<file path="config.mk">
export PLATFORM = sky130hd
export DESIGN_NAME = can_transceiver_mode_control
export DESIGN_NICKNAME = d
export VERILOG_FILES = /design/src/hw/can_mode_pkg.sv /design/src/hw/can_transceiver_mode_control.sv
export SDC_FILE = /design/constraint.sdc
export NUM_CORES = 1
export LEC_CHECK = 0
export BUFFER_PORTS_ARGS = -buffer_cell sky130_fd_sc_hd__buf_2
export CAP_MARGIN = 10
export CORE_MARGIN = 3
export CORE_UTILIZATION = 43
export CTS_BUF_LIST = sky130_fd_sc_hd__clkbuf_4 sky130_fd_sc_hd__clkbuf_8
export DETAILED_ROUTE_END_ITERATION = 16
export PLACE_DENSITY = 0.65
export SLEW_MARGIN = 20
export SYNTH_ARGS = -nofsm -noshare
export SYNTH_HDL_FRONTEND = slang
export SYNTH_SLANG_ARGS = --single-unit
</file>
<file path="constraint.sdc">
create_clock -name clk_i -period 3.35 [get_ports clk_i]
set_clock_uncertainty 0.1 [all_clocks]
set_input_delay 0 -clock clk_i [delete_from_list [all_inputs] [get_ports clk_i]]
set_output_delay 0 -clock clk_i [all_outputs]
set_load 0.05 [all_outputs]
</file>
<file path="src/hw/can_mode_pkg.sv">
// shared constants and types of the transceiver mode controller
package can_mode_pkg;

  // ----------------------------------------------------------------
  // time base
  // ----------------------------------------------------------------
  localparam int CLK_MHZ                  = 40;
  localparam int POWER_ON_TIME_US         = 100;
  localparam int SLEEP_TIME_US            = 50;
  localparam int IO_REF_UNDERVOLT_LONG_US = 200;
  localparam int CORE_UNDERVOLT_LONG_US   = 200;
  // exact products at 40 MHz, so rounding up or down gives the same count
  localparam int POWER_ON_CYCLES          = POWER_ON_TIME_US * CLK_MHZ;
  localparam int SLEEP_CYCLES             = SLEEP_TIME_US * CLK_MHZ;
  localparam int IO_UV_LONG_CYCLES        = IO_REF_UNDERVOLT_LONG_US * CLK_MHZ;
  localparam int CORE_UV_LONG_CYCLES      = CORE_UNDERVOLT_LONG_US * CLK_MHZ;
  localparam int TIMER_W                  = 16;

  // ----------------------------------------------------------------
  // register map
  // ----------------------------------------------------------------
  localparam logic [1:0] REG_STATUS  = 2'h0;
  localparam logic [1:0] REG_CONTROL = 2'h1;
  localparam int ADR_W               = 4;

  localparam int ST_MODE_LSB         = 0;
  localparam int ST_MODE_W           = 3;
  localparam int ST_POR_FLAG         = 3;
  localparam int ST_BUS_WAKE         = 4;
  localparam int ST_LOCAL_WAKE       = 5;
  localparam int ST_SLEEP_EXPIRED    = 6;
  localparam int ST_FROM_NORMAL      = 7;
  localparam int CTL_CLEAR_POR       = 0;

  localparam logic [31:0] STATUS_RESET = 32'h0000_0008;

  // ----------------------------------------------------------------
  // modes and pin bundle
  // ----------------------------------------------------------------
  typedef enum logic [2:0] {
    MODE_POR,
    MODE_NORMAL,
    MODE_RX_ONLY,
    MODE_STANDBY,
    MODE_GO_TO_SLEEP,
    MODE_SLEEP
  } mode_type;

  typedef struct packed {
    logic tx_enable;
    logic tx_data;
    logic rxd;
    logic rxd_en_n;
    logic error_out_n;
    logic error_out_n_en_n;
    logic inhibit_en_n;
    logic receiver_en;
    logic lp_receiver_en;
    logic local_wake_en;
    logic protection_en;
    logic bat_uv_det_en;
    logic core_uv_det_en;
    logic io_uv_det_en;
  } pin_out_type;

  localparam pin_out_type PINS_RESET = '{
    tx_enable: 1'b0, tx_data: 1'b1, rxd: 1'b1, rxd_en_n: 1'b1,
    error_out_n: 1'b1, error_out_n_en_n: 1'b1, inhibit_en_n: 1'b0,
    receiver_en: 1'b0, lp_receiver_en: 1'b0, local_wake_en: 1'b0,
    protection_en: 1'b0, bat_uv_det_en: 1'b0, core_uv_det_en: 1'b0,
    io_uv_det_en: 1'b0};

endpackage : can_mode_pkg

</file>
<file path="src/hw/can_transceiver_mode_control.sv">
// mode controller of a high-speed can transceiver with wishbone status port
//
// The Wishbone interface to the registers and the register addresses were left to the implementer.

// Summary of operation
// - receive-only: transmitter off, transmit input ignored, receiver drives rxd.
// - select low with standby_not high enters receive-only when supplies good.
// - receive-only entered from a low-power mode shows power-up flag on error pin.
// - receive-only entered from normal reports core undervoltage on error pin.
// - stand-by: transmitter off, low-power receiver only, outputs high without wake.
// - stand-by: local wake active, inhibit connected, local failure report off.
// - after reset, supply good for power-on time enters stand-by; pins need io ok.
// - any wake in sleep or go-to-sleep moves the device to stand-by.
// - both pins low from normal or receive-only enters stand-by.
// - standby_not low with select high enters go-to-sleep from awake modes.
// - go-to-sleep runs sleep timer; sleep at expiry only without wake or flag.
// - go-to-sleep keeps inhibit connected while timer runs, wake or flag set.
// - sleep is reached by pins only through go-to-sleep.
// - select falling before sleep timer expiry returns to stand-by, inhibit kept.
// - bus level never blocks or delays a mode change.
// - sleep: inhibit floats, local wake active, only io undervoltage detection on.
// - long io or core undervoltage plus bus silence forces sleep.
// - sleep: standby_not rising enters normal if select high, else receive-only.
// - sleep ignores select alone; leaves for stand-by only on a wake.
// - power-on reset disables all functions, blocks inputs, floats rxd and error.
// - power-on reset sets power-on flag, then stand-by within power-on time.
// - both pins high enter normal mode with supplies and io in range.
// - select pins act on transitions, not on continuously sampled levels.
// - bus wake drives rxd and error low; local wake only drives rxd low.
module can_transceiver_mode_control #(
  parameter int IO_UV_LONG_CYCLES   = can_mode_pkg::IO_UV_LONG_CYCLES,
  parameter int CORE_UV_LONG_CYCLES = can_mode_pkg::CORE_UV_LONG_CYCLES
) (
  input  wire logic                          clk_i,
  input  wire logic                          rst_i,
  input  wire logic                          wb_cyc_i,
  input  wire logic                          wb_stb_i,
  input  wire logic                          wb_we_i,
  input  wire logic [can_mode_pkg::ADR_W-1:0] wb_adr_i,
  input  wire logic [3:0]                    wb_sel_i,
  input  wire logic [31:0]                   wb_dat_i,
  output logic      [31:0]                   wb_dat_o,
  output logic                               wb_ack_o,
  input  wire logic                          mode_select_i,
  input  wire logic                          standby_not_pin_i,
  input  wire logic                          txd_i,
  input  wire logic                          bus_rx_i,
  input  wire logic                          bus_wake_pattern_i,
  input  wire logic                          local_wake_event_i,
  input  wire logic                          bat_ok_i,
  input  wire logic                          core_ok_i,
  input  wire logic                          io_ok_i,
  input  wire logic                          silence_expired_i,
  input  wire logic                          local_failure_i,
  output logic                               tx_enable_o,
  output logic                               tx_data_o,
  output logic                               rxd_o,
  output logic                               rxd_en_n_o,
  output logic                               error_out_n_o,
  output logic                               error_out_n_en_n_o,
  output logic                               inhibit_switch_out_o,
  output logic                               inhibit_switch_out_en_n_o,
  output logic                               receiver_en_o,
  output logic                               lp_receiver_en_o,
  output logic                               local_wake_en_o,
  output logic                               protection_en_o,
  output logic                               bat_uv_det_en_o,
  output logic                               core_uv_det_en_o,
  output logic                               io_uv_det_en_o,
  output logic      [2:0]                    mode_o
);

  // ----------------------------------------------------------------
  // pin synchronisers and event detection
  // ----------------------------------------------------------------
  logic sel_meta, sel_sync, sel_prev;
  logic standby_not_pin_meta, standby_not_pin_sync, standby_not_pin_prev;

  always_ff @(posedge clk_i) begin
    sel_meta  <= mode_select_i;
    sel_sync  <= sel_meta;
    sel_prev  <= sel_sync;
    standby_not_pin_meta <= standby_not_pin_i;
    standby_not_pin_sync <= standby_not_pin_meta;
    standby_not_pin_prev <= standby_not_pin_sync;
  end

  can_mode_pkg::mode_type mode, next_mode;

  wire supply_ok   = bat_ok_i | core_ok_i;
  // inputs blocked without io reference or supply, and during power-on reset
  wire pins_live   = io_ok_i & supply_ok & (mode != can_mode_pkg::MODE_POR);
  wire sel_edge    = (sel_sync ^ sel_prev) & pins_live;
  wire standby_not_pin_edge   = (standby_not_pin_sync ^ standby_not_pin_prev) & pins_live;
  wire standby_not_pin_rise   = standby_not_pin_edge & standby_not_pin_sync;
  wire sel_fall    = sel_edge & ~sel_sync;
  wire pin_event   = sel_edge | standby_not_pin_edge;

  // ----------------------------------------------------------------
  // timers
  // ----------------------------------------------------------------
  logic [can_mode_pkg::TIMER_W-1:0] pon_cnt, sleep_cnt, io_uv_cnt, core_uv_cnt;
  logic                             sleep_expired;

  localparam logic [can_mode_pkg::TIMER_W-1:0] PON_LAST =
    can_mode_pkg::TIMER_W'(can_mode_pkg::POWER_ON_CYCLES - 1);
  localparam logic [can_mode_pkg::TIMER_W-1:0] SLEEP_LAST =
    can_mode_pkg::TIMER_W'(can_mode_pkg::SLEEP_CYCLES - 1);
  localparam logic [can_mode_pkg::TIMER_W-1:0] IO_UV_LAST =
    can_mode_pkg::TIMER_W'(IO_UV_LONG_CYCLES - 1);
  localparam logic [can_mode_pkg::TIMER_W-1:0] CORE_UV_LAST =
    can_mode_pkg::TIMER_W'(CORE_UV_LONG_CYCLES - 1);

  wire in_gts      = (mode == can_mode_pkg::MODE_GO_TO_SLEEP);
  wire pon_done    = (pon_cnt == PON_LAST);
  wire sleep_done  = in_gts & (sleep_cnt == SLEEP_LAST);
  // long-term timers armed only while battery is good
  wire io_uv_long  = (io_uv_cnt == IO_UV_LAST);
  wire core_uv_long = (core_uv_cnt == CORE_UV_LAST);

  always_ff @(posedge clk_i) begin
    if (rst_i || mode != can_mode_pkg::MODE_POR || !supply_ok) begin
      pon_cnt <= '0;
    end else if (!pon_done) begin
      pon_cnt <= pon_cnt + 1'b1;
    end
    if (rst_i || !in_gts) begin
      sleep_cnt     <= '0;
      sleep_expired <= 1'b0;
    end else if (sleep_done) begin
      sleep_expired <= 1'b1;
    end else if (!sleep_expired) begin
      sleep_cnt <= sleep_cnt + 1'b1;
    end
    if (rst_i || io_ok_i || !bat_ok_i) begin
      io_uv_cnt <= '0;
    end else if (!io_uv_long) begin
      io_uv_cnt <= io_uv_cnt + 1'b1;
    end
    if (rst_i || core_ok_i || !bat_ok_i) begin
      core_uv_cnt <= '0;
    end else if (!core_uv_long) begin
      core_uv_cnt <= core_uv_cnt + 1'b1;
    end
  end

  // ----------------------------------------------------------------
  // flags
  // ----------------------------------------------------------------
  logic por_flag, bus_wake, local_wake, from_normal;
  logic clear_por;

  wire low_power   = (mode == can_mode_pkg::MODE_STANDBY) | in_gts |
                     (mode == can_mode_pkg::MODE_SLEEP);
  wire wake_pend   = bus_wake | local_wake;
  wire wake_now    = bus_wake_pattern_i | local_wake_event_i;
  wire entering_awake = ((next_mode == can_mode_pkg::MODE_NORMAL) |
                         (next_mode == can_mode_pkg::MODE_RX_ONLY)) &
                        (next_mode != mode);

  always_ff @(posedge clk_i) begin
    if (rst_i || mode == can_mode_pkg::MODE_POR) begin
      por_flag    <= 1'b1;
      bus_wake    <= 1'b0;
      local_wake  <= 1'b0;
      from_normal <= 1'b0;
    end else begin
      // software clear loses against nothing here: hardware only sets in por
      if (clear_por) begin
        por_flag <= 1'b0;
      end
      // a wake arriving while the flag is cleared on wake-up is kept
      bus_wake   <= (bus_wake & ~entering_awake) |
                    (bus_wake_pattern_i & low_power);
      local_wake <= (local_wake & ~entering_awake) |
                    (local_wake_event_i & low_power & bat_ok_i);
      if (next_mode == can_mode_pkg::MODE_RX_ONLY &&
          mode != can_mode_pkg::MODE_RX_ONLY) begin
        from_normal <= (mode == can_mode_pkg::MODE_NORMAL);
      end
    end
  end

  // ----------------------------------------------------------------
  // mode state machine; bus level is no input to it
  // ----------------------------------------------------------------
  // target mode chosen from the pin levels at an event
  can_mode_pkg::mode_type pin_target;
  always_comb begin
    case ({sel_sync, standby_not_pin_sync})
      2'b11:   pin_target = can_mode_pkg::MODE_NORMAL;
      2'b01:   pin_target = can_mode_pkg::MODE_RX_ONLY;
      2'b00:   pin_target = can_mode_pkg::MODE_STANDBY;
      default: pin_target = can_mode_pkg::MODE_GO_TO_SLEEP;
    endcase
  end

  wire uv_to_sleep = (io_uv_long | core_uv_long) & silence_expired_i;

  always_comb begin
    next_mode = mode;
    case (mode)
      can_mode_pkg::MODE_POR: begin
        if (supply_ok && pon_done) begin
          next_mode = can_mode_pkg::MODE_STANDBY;
        end
      end
      can_mode_pkg::MODE_NORMAL, can_mode_pkg::MODE_RX_ONLY,
      can_mode_pkg::MODE_STANDBY: begin
        if (uv_to_sleep) begin
          next_mode = can_mode_pkg::MODE_SLEEP;
        end else if (pin_event) begin
          next_mode = pin_target;
        end
      end
      can_mode_pkg::MODE_GO_TO_SLEEP: begin
        if (wake_now || wake_pend) begin
          next_mode = can_mode_pkg::MODE_STANDBY;
        end else if (uv_to_sleep) begin
          next_mode = can_mode_pkg::MODE_SLEEP;
        end else if (standby_not_pin_rise) begin
          next_mode = pin_target;
        end else if (sel_fall && !sleep_expired) begin
          next_mode = can_mode_pkg::MODE_STANDBY;
        end else if (sleep_done && !por_flag && !standby_not_pin_sync) begin
          next_mode = can_mode_pkg::MODE_SLEEP;
        end
      end
      can_mode_pkg::MODE_SLEEP: begin
        if (wake_now) begin
          next_mode = can_mode_pkg::MODE_STANDBY;
        end else if (standby_not_pin_rise) begin
          next_mode = sel_sync ? can_mode_pkg::MODE_NORMAL
                               : can_mode_pkg::MODE_RX_ONLY;
        end
      end
      default: next_mode = can_mode_pkg::MODE_POR;
    endcase
    // loss of both supplies overrides everything
    if (!supply_ok) begin
      next_mode = can_mode_pkg::MODE_POR;
    end
  end

  always_ff @(posedge clk_i) begin
    if (rst_i) begin
      mode <= can_mode_pkg::MODE_POR;
    end else begin
      mode <= next_mode;
    end
  end

  // ----------------------------------------------------------------
  // per-mode pin behaviour
  // ----------------------------------------------------------------
  can_mode_pkg::pin_out_type pins, next_pins;

  always_comb begin
    next_pins = can_mode_pkg::PINS_RESET;
    case (mode)
      can_mode_pkg::MODE_NORMAL: begin
        next_pins.tx_enable        = core_ok_i;
        next_pins.tx_data          = txd_i | ~io_ok_i;
        next_pins.rxd              = bus_rx_i;
        next_pins.rxd_en_n         = 1'b0;
        next_pins.error_out_n      = ~(local_failure_i | ~core_ok_i);
        next_pins.error_out_n_en_n = 1'b0;
        next_pins.receiver_en      = 1'b1;
        next_pins.protection_en    = 1'b1;
        next_pins.bat_uv_det_en    = 1'b1;
        next_pins.core_uv_det_en   = 1'b1;
        next_pins.io_uv_det_en     = 1'b1;
      end
      can_mode_pkg::MODE_RX_ONLY: begin
        next_pins.tx_enable        = 1'b0;
        next_pins.rxd              = bus_rx_i;
        next_pins.rxd_en_n         = 1'b0;
        next_pins.error_out_n      = from_normal ? core_ok_i
                                                 : ~por_flag;
        next_pins.error_out_n_en_n = 1'b0;
        next_pins.receiver_en      = 1'b1;
        next_pins.bat_uv_det_en    = 1'b1;
        next_pins.core_uv_det_en   = 1'b1;
        next_pins.io_uv_det_en     = 1'b1;
      end
      can_mode_pkg::MODE_STANDBY, can_mode_pkg::MODE_GO_TO_SLEEP,
      can_mode_pkg::MODE_SLEEP: begin
        next_pins.tx_enable        = 1'b0;
        next_pins.rxd              = ~wake_pend;
        next_pins.error_out_n      = ~bus_wake;
        next_pins.lp_receiver_en   = 1'b1;
        next_pins.local_wake_en    = 1'b1;
        next_pins.io_uv_det_en     = 1'b1;
        // in sleep the outputs hold only with io reference present
        next_pins.rxd_en_n         = (mode == can_mode_pkg::MODE_SLEEP) &
                                     ~io_ok_i;
        next_pins.error_out_n_en_n = next_pins.rxd_en_n;
        next_pins.bat_uv_det_en    = (mode != can_mode_pkg::MODE_SLEEP);
        next_pins.core_uv_det_en   = (mode != can_mode_pkg::MODE_SLEEP);
        if (mode == can_mode_pkg::MODE_SLEEP) begin
          next_pins.inhibit_en_n   = 1'b1;
        end else if (mode == can_mode_pkg::MODE_GO_TO_SLEEP) begin
          next_pins.inhibit_en_n   = sleep_expired & ~wake_pend &
                                     ~por_flag;
        end
      end
      default: begin
        // power-on reset: inhibit follows supply presence
        next_pins.inhibit_en_n     = ~supply_ok;
      end
    endcase
  end

  always_ff @(posedge clk_i) begin
    if (rst_i) begin
      pins <= can_mode_pkg::PINS_RESET;
    end else begin
      pins <= next_pins;
    end
  end

  assign tx_enable_o               = pins.tx_enable;
  assign tx_data_o                 = pins.tx_data;
  assign rxd_o                     = pins.rxd;
  assign rxd_en_n_o                = pins.rxd_en_n;
  assign error_out_n_o             = pins.error_out_n;
  assign error_out_n_en_n_o        = pins.error_out_n_en_n;
  assign inhibit_switch_out_o      = 1'b1;
  assign inhibit_switch_out_en_n_o = pins.inhibit_en_n;
  assign receiver_en_o             = pins.receiver_en;
  assign lp_receiver_en_o          = pins.lp_receiver_en;
  assign local_wake_en_o           = pins.local_wake_en;
  assign protection_en_o           = pins.protection_en;
  assign bat_uv_det_en_o           = pins.bat_uv_det_en;
  assign core_uv_det_en_o          = pins.core_uv_det_en;
  assign io_uv_det_en_o            = pins.io_uv_det_en;
  assign mode_o                    = mode;

  // ----------------------------------------------------------------
  // wishbone slave
  // ----------------------------------------------------------------
  wire       bus_req   = wb_cyc_i & wb_stb_i & ~wb_ack_o;
  wire [1:0] reg_index = wb_adr_i[3:2];
  wire       hit_stat  = (reg_index == can_mode_pkg::REG_STATUS);
  wire       hit_ctl   = (reg_index == can_mode_pkg::REG_CONTROL);
  assign clear_por     = bus_req & wb_we_i & hit_ctl & wb_sel_i[0] &
                         wb_dat_i[can_mode_pkg::CTL_CLEAR_POR];

  logic [31:0] status_word;
  always_comb begin
    status_word = '0;
    status_word[can_mode_pkg::ST_MODE_LSB +: can_mode_pkg::ST_MODE_W] = mode;
    status_word[can_mode_pkg::ST_POR_FLAG]      = por_flag;
    status_word[can_mode_pkg::ST_BUS_WAKE]      = bus_wake;
    status_word[can_mode_pkg::ST_LOCAL_WAKE]    = local_wake;
    status_word[can_mode_pkg::ST_SLEEP_EXPIRED] = sleep_expired;
    status_word[can_mode_pkg::ST_FROM_NORMAL]   = from_normal;
  end

  wire [31:0] read_word = hit_stat ? status_word : 32'h0000_0000;

  always_ff @(posedge clk_i) begin
    if (rst_i) begin
      wb_ack_o <= 1'b0;
      wb_dat_o <= 32'h0000_0000;
    end else begin
      wb_ack_o <= bus_req;
      if (bus_req && !wb_we_i) begin
        wb_dat_o <= read_word;
      end
    end
  end

endmodule : can_transceiver_mode_control

</file>
**Word-level counts from Yosys, hierarchy flattened**

Cells that the tools add are included.

- Reductions and logical operators: 31
- Add/subtract/negate cells: 4
- Bitwise logic cells: 50
- Muxes and demuxes: 24
- Equality and inequality tests: 17

Operators by type and width:

| cell | number |
|---|---|
| $add A16 B1 Y16 const B | 4 |
| $mux W3 | 11 |
| $eq A16 B13 Y1 const B | 2 |
| $and A1 B1 Y1 | 23 |
| $eq A16 B11 Y1 const B | 1 |
| $eq A16 B12 Y1 const B | 1 |
| $not A1 Y1 | 13 |
| $or A1 B1 Y1 | 12 |
| $pmux W3 S4 | 1 |
| $pmux W4 S3 | 1 |
| $eq A3 B2 Y1 const B | 3 |
| $logic_or A1 B1 Y1 | 9 |
| $pmux W3 S3 | 1 |
| $mux W8 | 1 |
| $logic_not A1 Y1 | 7 |
| $eq A3 B1 Y1 const B | 2 |
| $eq A3 B3 Y1 const B | 2 |
| $logic_and A1 B1 Y1 | 6 |
| $pmux W3 S2 | 1 |
| $reduce_or A3 Y1 | 2 |
| $mux W1 | 5 |
| $eq A2 B1 Y1 const B | 2 |
| $logic_not A2 Y1 | 2 |
| $mux W2 | 2 |
| 10 further kinds | 12 |

- Output and inout bits: 51
- Input bits: 56
- Bits in registers: 125
- Word-level logic and storage cells: 158

**Depth between registers and ports, before layout**

Gate-level depths: netlist of run 1.

- Depth in word-level cells: 18
- Gate-level depth with buffers: 11
- Depth with buffers taken out: 10

**Worst setup path before layout of run 1**

No wires, ideal clock.

- Path type: flip-flop to flip-flop
- From: register mode[2], in the netlist mode_o[2]
- To: register bus_wake
- Path buffers: 1
- Data arrival time: 2.721 ns
- Data required time: 3.133 ns
- Setup time: 0.117 ns
- Cell stages (with the launch flop): 11
- Period minus slack after synthesis: 2.938 ns
- Slack: 0.412 ns
- Cell sequence: dfxtp_1 -> buf_2 -> nor3_2 -> nor3_2 -> a31oi_1 -> or4_1 -> nor2_2 -> nor2_1 -> o31ai_1 -> nand3_1 -> a32o_1

- Word-level cells in the longest chain between the ends: 17
- Elaborated cells between the ends (all ways): 42
- Those cells by class: eq/ne (8); mux (12); bitwise (15); reduce/logical (7)

Ends and longest elaborated chain:

| what | RTL line | source |
|---|---|---|
| from (decl) | can_transceiver_mode_control.sv:88 | `can_mode_pkg::mode_type mode, next_mode;` |
| from (signal assigned) | can_transceiver_mode_control.sv:247 | `mode <= can_mode_pkg::MODE_POR;` |
| from (signal assigned) | can_transceiver_mode_control.sv:249 | `mode <= next_mode;` |
| $eq A3 B3 Y1 / $reduce_bool A3 Y1 (equally long branches) | can_transceiver_mode_control.sv:114, can_transceiver_mode_control.sv:202, can_transceiver_mode_control.sv:92 |  |
| $and A1 B1 Y1, on equally long branches | can_transceiver_mode_control.sv:116, can_transceiver_mode_control.sv:92 |  |
| $logic_and A1 B1 Y1 / $and A1 B1 Y1 (equally long branches) | can_transceiver_mode_control.sv:225, can_transceiver_mode_control.sv:93 |  |
| $logic_and A1 B1 Y1 / $and A1 B1 Y1 (equally long branches) | can_transceiver_mode_control.sv:225, can_transceiver_mode_control.sv:96 |  |
| $mux W3 / $logic_and A1 B1 Y1 (equally long branches) | can_transceiver_mode_control.sv:225, can_transceiver_mode_control.sv:223 |  |
| $mux W3 | can_transceiver_mode_control.sv:223 | `end else if (sel_fall && !sleep_expired) begin` |
| $mux W3 | can_transceiver_mode_control.sv:221 | `end else if (standby_not_pin_rise) begin` |
| $mux W3 | can_transceiver_mode_control.sv:219 | `end else if (uv_to_sleep) begin` |
| $mux W3 | can_transceiver_mode_control.sv:217 | `if (wake_now \|\| wake_pend) begin` |
| $pmux W3 S4 | can_transceiver_mode_control.sv:202 | `case (mode)` |
| $mux W3 | can_transceiver_mode_control.sv:240 | `if (!supply_ok) begin` |
| $eq A3 B1 Y1 / $eq A3 B2 Y1 (equally long branches) | can_transceiver_mode_control.sv:157, can_transceiver_mode_control.sv:158 |  |
| $or A1 B1 Y1 | can_transceiver_mode_control.sv:157 | `wire entering_awake = ((next_mode == can_mode_pkg::MODE_NORMAL) \|` |
| $and A1 B1 Y1 | can_transceiver_mode_control.sv:158 | `(next_mode == can_mode_pkg::MODE_RX_ONLY)) &` |
| $not A1 Y1 | can_transceiver_mode_control.sv:173 | `bus_wake <= (bus_wake & ~entering_awake) \|` |
| $and A1 B1 Y1 | can_transceiver_mode_control.sv:173 |  |
| $or A1 B1 Y1 | can_transceiver_mode_control.sv:173 |  |
| to (signal assigned) | can_transceiver_mode_control.sv:173 |  |
| to (decl) | can_transceiver_mode_control.sv:150 | `logic por_flag, bus_wake, local_wake, from_normal;` |

Parallel ways exist; a longest one is shown, timed or not.
A chain may end at the register's enable or synchronous reset.

**Worst setup path after layout of run 1**

- From: register io_uv_cnt[0] (netlist bit)
- To: register bus_wake

- Word-level cells in the longest chain between the ends: 13
- Elaborated cells between the ends (all ways): 16
- Those cells by class: eq/ne (4); mux (5); bitwise (7)

Ends and longest elaborated chain:

| what | RTL line | source |
|---|---|---|
| from (decl) | can_transceiver_mode_control.sv:102 | `logic [can_mode_pkg::TIMER_W-1:0] pon_cnt, sleep_cnt, io_uv_cnt, core_uv_cnt;` |
| from (signal assigned) | can_transceiver_mode_control.sv:138 | `io_uv_cnt <= io_uv_cnt + 1'b1;` |
| $eq A16 B13 Y1 (*) | can_transceiver_mode_control.sv:118 | `wire io_uv_long = (io_uv_cnt == IO_UV_LAST);` |
| $or A1 B1 Y1 (*) | can_transceiver_mode_control.sv:198 | `wire uv_to_sleep = (io_uv_long \| core_uv_long) & silence_expired_i;` |
| $and A1 B1 Y1 (*) | can_transceiver_mode_control.sv:198 |  |
| $mux W3 | can_transceiver_mode_control.sv:219 |  |
| $mux W3 | can_transceiver_mode_control.sv:217 |  |
| $pmux W3 S4 (*) | can_transceiver_mode_control.sv:202 |  |
| $mux W3 (*) | can_transceiver_mode_control.sv:240 |  |
| $eq A3 B1 Y1 / $eq A3 B2 Y1 (equally long branches) | can_transceiver_mode_control.sv:157, can_transceiver_mode_control.sv:158 |  |
| $or A1 B1 Y1 | can_transceiver_mode_control.sv:157 |  |
| $and A1 B1 Y1 (*) | can_transceiver_mode_control.sv:158 |  |
| $not A1 Y1 (*) | can_transceiver_mode_control.sv:173 |  |
| $and A1 B1 Y1 (*) | can_transceiver_mode_control.sv:173 |  |
| $or A1 B1 Y1 (*) | can_transceiver_mode_control.sv:173 |  |

Mark *: on every way between the ends. The rest lies on a longest branch, timed or not.

==> results.cfg, run 1 <==
[setup_path]
startpoint_type = register
required_ns = 3.50
endpoint_kind = register
r2r_slack_ns = 0.30
r2r_cells = 10
cp_max_fo = 6
crit_arrival_ns = 3.20
regToRegStartpoint = io_uv_cnt[0]$_SDFFE_PP0P_
rr_endpoint = bus_wake$_SDFF_PP0_
crit_type = reg -> reg

[sta]
period_minus_slack_ns = 3.05
setup_viol = 0
finalWorstSetupSlack_ns = 0.302
tightest_slew_ns = 0.630
final_max_slew_viol_count = 0
rsz0062_at_grt = false
finalSetupTns_ns = 0
relSlewSlack_pct = 58.0
clock.fmax_mhz = 328
min_period_over_period_pct = 91.0
hold_viol_final = 0

[die]
core-area_sq_um = 10500
placementRows = 37
start_util_pct = 44.9
die_h_microns = 110
ios = 107
die_x_microns = 110
die_area_sq_um = 12200

[worst_hold_path]
min_path_cells = 4
hold_path_end = inhibit_switch_out_en_n_o$_SDFF_PP0_
min_from = bat_ok_i
hold_path_class = in -> reg

[clock_network]
cts_tree = done
clock_sinks = 98
cts_buffers = 9
clk_latency_ns = 0.37
root_buffer = clkbuf_8
cts_buffer_depth = 2
h-tree-depth = 3
clk_pin_slew_ns = 0.10

[power_and_ir_drop]
ir_drop_mv = 0.184
power.density_nw_per_um2 = 384
p_total_mw = 2.05
p_leak_nw = 2.00

[synth]
synthArstFlopShare_pct = 0
synth_top_area_cell = dfxtp_1
synth_warnings = 0
synth_edf_count = 0
synth.yosys.seq_area_share_pct = 41.8
ys.flop_type = dfxtp_1
ys_ff_latch = 98
syn_inst = 559
synth_cell_types = 61
syn_area_per_cell_sq_um = 8.40
yosys-top-cells-area = dfxtp_1 (42%), nor2_1 (7.4%), xor2_1 (7.3%)
synth_top_area_share_pct = 41.8
synth_area_sq_um = 4690

[finish]
fillers = 967
antenna_cells = 0
final_layout_size_suffix_gt1_share_pct = 12.8
fin_nets = 681
areaGrowthSynthToFinish_pct = 13.5

[outcome]
status = finished clean

[place]
io_buffers = 45
dpl_worst_slack_ns = 0.326
dp_hpwl_microns = 7130
gp_congestion = 0.855

[drt]
drc = 0
drt-initial-drc-count = 246
wl_microns = 9870
avgViaCountPerCell = 5.22
final_antenna_net_count = 0
wl_per_cell_microns = 13.0
vias = 3965
dr.pass1.iters = 5

[global_route]
grt_max_degree = 24
antenna_found_initial = 0
overflow = 0
grt_usage_pct = 16.5
first_global_vias = 3782
grt_pass1_wl_microns = 17200

[run]
drv_cap = 0
final cells by class:
| class | instances | area, sq um | area share (%) |
|---|---|---|---|
| flip-flops and latches | 98 | 1960 | 36.8 |
| clock inverters | 6 | 47.5 | 0.892 |
| multi-input cells | 428 | 2500 | 46.9 |
| clock buffers | 10 | 138 | 2.58 |
| repair buffers | 72 | 480 | 9.02 |
| well taps | 136 | 170 | 3.19 |
| inverters | 9 | 33.8 | 0.634 |
synthesized netlist by cell type, types with 2 or more instances:
library cell	number
a211o_1	3
a21oi_1	22
a31oi_1	3
and2_1	2
and3_1	12
and4_1	3
buf_1	2
buf_2	5
buf_4	28
clkbuf_1	12
conb_1	2
dfxtp_1	98
ha_1	7
inv_1	9
mux2i_1	5
nand2_1	47
nand2b_1	4
nand3_1	41
nand3b_1	2
nand4_1	12
nor2_1	93
nor2b_1	4
nor3_1	11
nor3_2	2
nor3b_1	4
nor4_1	5
nor4b_1	3
o21ai_0	17
o221a_2	2
or3_1	8
or3b_2	2
or4_1	5
xnor2_1	18
xor2_1	39
cell usage in the layout (no fill, tap or decap), types with 2 or more instances in the layout:
master	synthesis	layout
dfxtp_1	98	98
nor2_1	93	93
nand2_1	47	47
buf_2	5	45
nand3_1	41	41
xor2_1	39	39
conb_1	2	25
a21oi_1	22	22
dlygate4sd3_1	0	21
xnor2_1	18	18
o21ai_0	17	17
nand4_1	12	12
and3_1	12	12
nor3_1	11	11
clkbuf_8	0	10
inv_1	9	9
or3_1	8	8
ha_1	7	7
buf_4	28	6
nor4_1	5	5
mux2i_1	5	5
or4_1	5	5
nor3b_1	4	4
nand2b_1	4	4
nor2b_1	4	4
and4_1	3	3
nor4b_1	3	3
a211o_1	3	3
a31oi_1	3	3
inv_6	0	3
nand3b_1	2	2
or3b_2	2	2
nor3_2	2	2
o221a_2	2	2
and2_1	2	2
cells by family after synthesis:
kind of cell | Yosys count | share of synthesized area, %
compound gates | 63 | 8.56
xor+xnor | 57 | 10.6
fa+ha+maj | 7 | 1.87
buf+inv | 56 | 6.85
flops | 98 | 41.8
mux | 5 | 1.07
other cells | 2 | 0.160
simple gates | 271 | 29.1
sequential cells by signal, indices dropped and copies added (netlist names), 3 cells and up:
| register | flops |
|---|---|
| sleep_cnt | 16 |
| wb_dat_o | 8 |
| io_uv_cnt | 16 |
| mode_o | 3 |
| core_uv_cnt | 16 |
| pon_cnt | 16 |
metrics by stage:
step,hold WS [ns],instances,instance area [sq um],utilization [%]
floorplan,-0.0723,582,4780,-
global placement,0.00540,722,4930,47.2
detailed placement,0.00563,722,4930,47.2
CTS,0.0537,759,5330,50.9
global route,0.0988,759,5330,50.9
finish,0.0542,759,5330,50.9
routing by layer:
| metal | track usage, % | up-vias | routed length, microns |
|---|---|---|---|
| met5 | 0 | - | 0 |
| met4 | 5.75 | 0 | 127 |
| met3 | 3.62 | 13 | 489 |
| met2 | 28.0 | 107 | 4660 |
| met1 | 20.7 | 1860 | 4590 |
| li1 | - | 1985 | - |
power by group:
group	leakage, nW	internal [mW]	switching (mW)
logic	1.11	0.0369	0.111
registers	0.793	1.17	0.00766
clock network	0.0937	0.298	0.421
total	2.00	1.51	0.540
how the worst max path moves through the flow:
stage	from	to	slack, ns	depth (start not counted)
after floorplan	mode_o[2]$_SDFF_PP0_	bus_wake$_SDFF_PP0_	0.41	10
after global placement	io_uv_cnt[0]$_SDFFE_PP0P_	bus_wake$_SDFF_PP0_	0.37	10
after detailed placement	io_uv_cnt[0]$_SDFFE_PP0P_	bus_wake$_SDFF_PP0_	0.33	10
after CTS	io_uv_cnt[0]$_SDFFE_PP0P_	bus_wake$_SDFF_PP0_	0.30	10
after global routing	io_uv_cnt[1]$_SDFFE_PP0P_	bus_wake$_SDFF_PP0_	0.12	10
final	io_uv_cnt[0]$_SDFFE_PP0P_	bus_wake$_SDFF_PP0_	0.30	10
critical path, stage by stage, from the launching register on:
cell	delay (ns)
dfxtp_1	0.39
ha_1	0.26
or4b_1	0.44
or4_1	0.47
a221oi_2	0.30
a21o_2	0.14
nor2_2	0.06
nor4b_4	0.13
o31ai_1	0.24
nand3_1	0.13
a32o_1	0.27
timing repair:
item                      in CTS  in global routing
hold buffers                  21                  0
setup buffers                  0                  0
gates resized for setup        0                  0
hold endpoints to repair      19                  0
(Power assumes the default switching activity.)
==> inputs of run 2 (changes only) <==
--- a/config.mk
+++ b/config.mk
@@ -8,10 +8,10 @@
 export BUFFER_PORTS_ARGS = -buffer_cell sky130_fd_sc_hd__buf_2
 export CAP_MARGIN = 10
 export CORE_MARGIN = 3
-export CORE_UTILIZATION = 43
+export CORE_UTILIZATION = 56
 export CTS_BUF_LIST = sky130_fd_sc_hd__clkbuf_4 sky130_fd_sc_hd__clkbuf_8
 export DETAILED_ROUTE_END_ITERATION = 16
-export PLACE_DENSITY = 0.65
+export PLACE_DENSITY = 0.81
 export SLEW_MARGIN = 20
 export SYNTH_ARGS = -nofsm -noshare
 export SYNTH_HDL_FRONTEND = slang
==> results.cfg, run 2 (synthesized netlist as in run 1, its figures left out) <==
[finish]
seqCellArea_sq_um = 1960
layout_commonest_cell = dfxtp_1
post-route-util_pct = 66.9
final_layout_size_suffix_gt1_share_pct = 13.1
fin_nets = 683
multi_input_area_sq_um = 2500
areaGrowthSynthToFinish_pct = 13.0
layout_common_cells = dfxtp_1 (98), nor2_1 (93), nand2_1 (47)
fillers = 639
antenna_cells = 0

[die]
core-area_sq_um = 7930
die_x_microns = 97.6
start_util_pct = 59.2
placementRows = 32
die_area_sq_um = 9520
die_h_microns = 97.6
ios = 107

[run]
drv_cap = 0

[power_and_ir_drop]
p_comb_share_pct = 7.3
p_int_mw = 1.54
ir_drop_mv = 0.255
p_leak_nw = 2.01
clkPwrFrac_pct = 35.4
p_sw_share_pct = 25.2
switchingPower_uw = 518
power.density_nw_per_um2 = 388
seq_power_share_pct = 57.4

[clock_network]
cts_setup_buffers = 0
cts_buffer_depth = 2
cts_tree = done
root_buffer = clkbuf_8
clk_pin_slew_ns = 0.10
cts_buffers = 9
clk_latency_ns = 0.37
h-tree-depth = 3
clock_sinks = 98

[global_route]
overflow = 0
use_met2_pct = 35.2
busiest_layer = met2
grt_util_met3_pct = 3.66
met1_usage_pct = 28.9
grt_usage_pct = 21.8
grt_max_degree = 24
antenna_found_initial = 0
grt_pass1_wl_microns = 17600
first_global_vias = 3842

[setup_path]
required_ns = 3.52
regToRegStartpoint = io_uv_cnt[0]$_SDFFE_PP0P_
crit_type = reg -> reg
startpoint_type = register
cp_max_fo = 6
crit_arrival_ns = 3.21
endpoint_kind = register
critPathLaunch = io_uv_cnt[0]$_SDFFE_PP0P_
r2r_cells = 10

[sta]
relSlewSlack_pct = 59.4
min_period_over_period_pct = 90.8
tightest_slew_ns = 0.609
period_minus_slack_ns = 3.04
finalWorstSetupSlack_ns = 0.307
final_max_slew_viol_count = 0
setup_viol = 0
rsz0062_at_grt = false
finalSetupTns_ns = 0
hold_viol_final = 0
clock.fmax_mhz = 329

[drt]
drc = 0
drt-initial-drc-count = 177
avgViaCountPerCell = 5.50
dr.pass1.iters = 5
vias = 3998
final_antenna_net_count = 0
wl_microns = 10100
wl_per_cell_microns = 13.9

[place]
dp_hpwl_microns = 6910
dpl_worst_slack_ns = 0.357
gp_congestion = 0.921
io_buffers = 45

[worst_hold_path]
min_from = bat_ok_i
hold_path_class = in -> reg
min_path_cells = 4

[outcome]
status = finished clean
==> run 2: cell count changes in the layout (fill, tap and decap cells not counted), sizes merged <==
| cell | previous run | this run |
|---|---|---|
| clkinv | 2 | 1 |
| clkinvlp | 1 | 2 |
| clkbuf | 10 | 13 |
| buf | 51 | 53 |
| inv | 12 | 9 |
==> run 2: final cells by class <==
type | instances | share of cell area [%]
multi-input combinational | 428 | 47.1
sequential | 98 | 37.0
inverter | 9 | 0.637
clock buffer | 13 | 3.14
clock inverter | 3 | 0.448
tap | 102 | 2.41
timing repair buffer | 74 | 9.34
==> run 2: worst paths after layout <==
check,to,slack (ns)
worst max-delay path,bus_wake$_SDFF_PP0_,0.31
worst min register to register,sel_sync$_DFF_P_,0.25
worst min-delay path,inhibit_switch_out_en_n_o$_SDFF_PP0_,0.04
worst max register to register,bus_wake$_SDFF_PP0_,0.31
==> run 2: timing repair <==
item                      in CTS  in global routing
hold endpoints to repair      19                  0
hold buffers                  21                  0
resized for setup              0                  0
==> run 2: per-layer routing <==
layer | routed length, microns | part of all wire (%)
met1 | 4620 | 46
met2 | 4760 | 47
met3 | 588 | 5.8
met4 | 147 | 1.5
met5 | 0 | 0
==> run 2: power groups by stage <==
stage	clock network, mW	logic [mW]	registers, mW
floorplan	0	0.125	1.21
global placement	0	0.131	1.21
detailed placement	0	0.133	1.21
CTS	0.740	0.147	1.18
global route	0.794	0.160	1.18
finish	0.727	0.150	1.18
==> run 2: worst max-delay path, stage by stage, from the launching register on <==
cell and delay [ns]:
dfxtp_1 0.40, ha_1 0.25, or4b_1 0.43, or4_1 0.47
a221oi_2 0.30, a21o_2 0.13, nor2_2 0.06, nor4b_4 0.13
o31ai_1 0.23, nand3_1 0.15, a32o_1 0.29
==> run 2: through the flow <==
step	instances	cell area [sq um]	hold slack, ns	total power [mW]
2_1_floorplan	582	4780	-0.0723	1.34
3_3_place_gp	690	4910	0.00299	1.34
3_5_place_dp	690	4910	0.00358	1.34
4_1_cts	727	5310	0.0298	2.07
5_1_grt	727	5310	0.0918	2.14
6_report	727	5310	0.0365	2.06
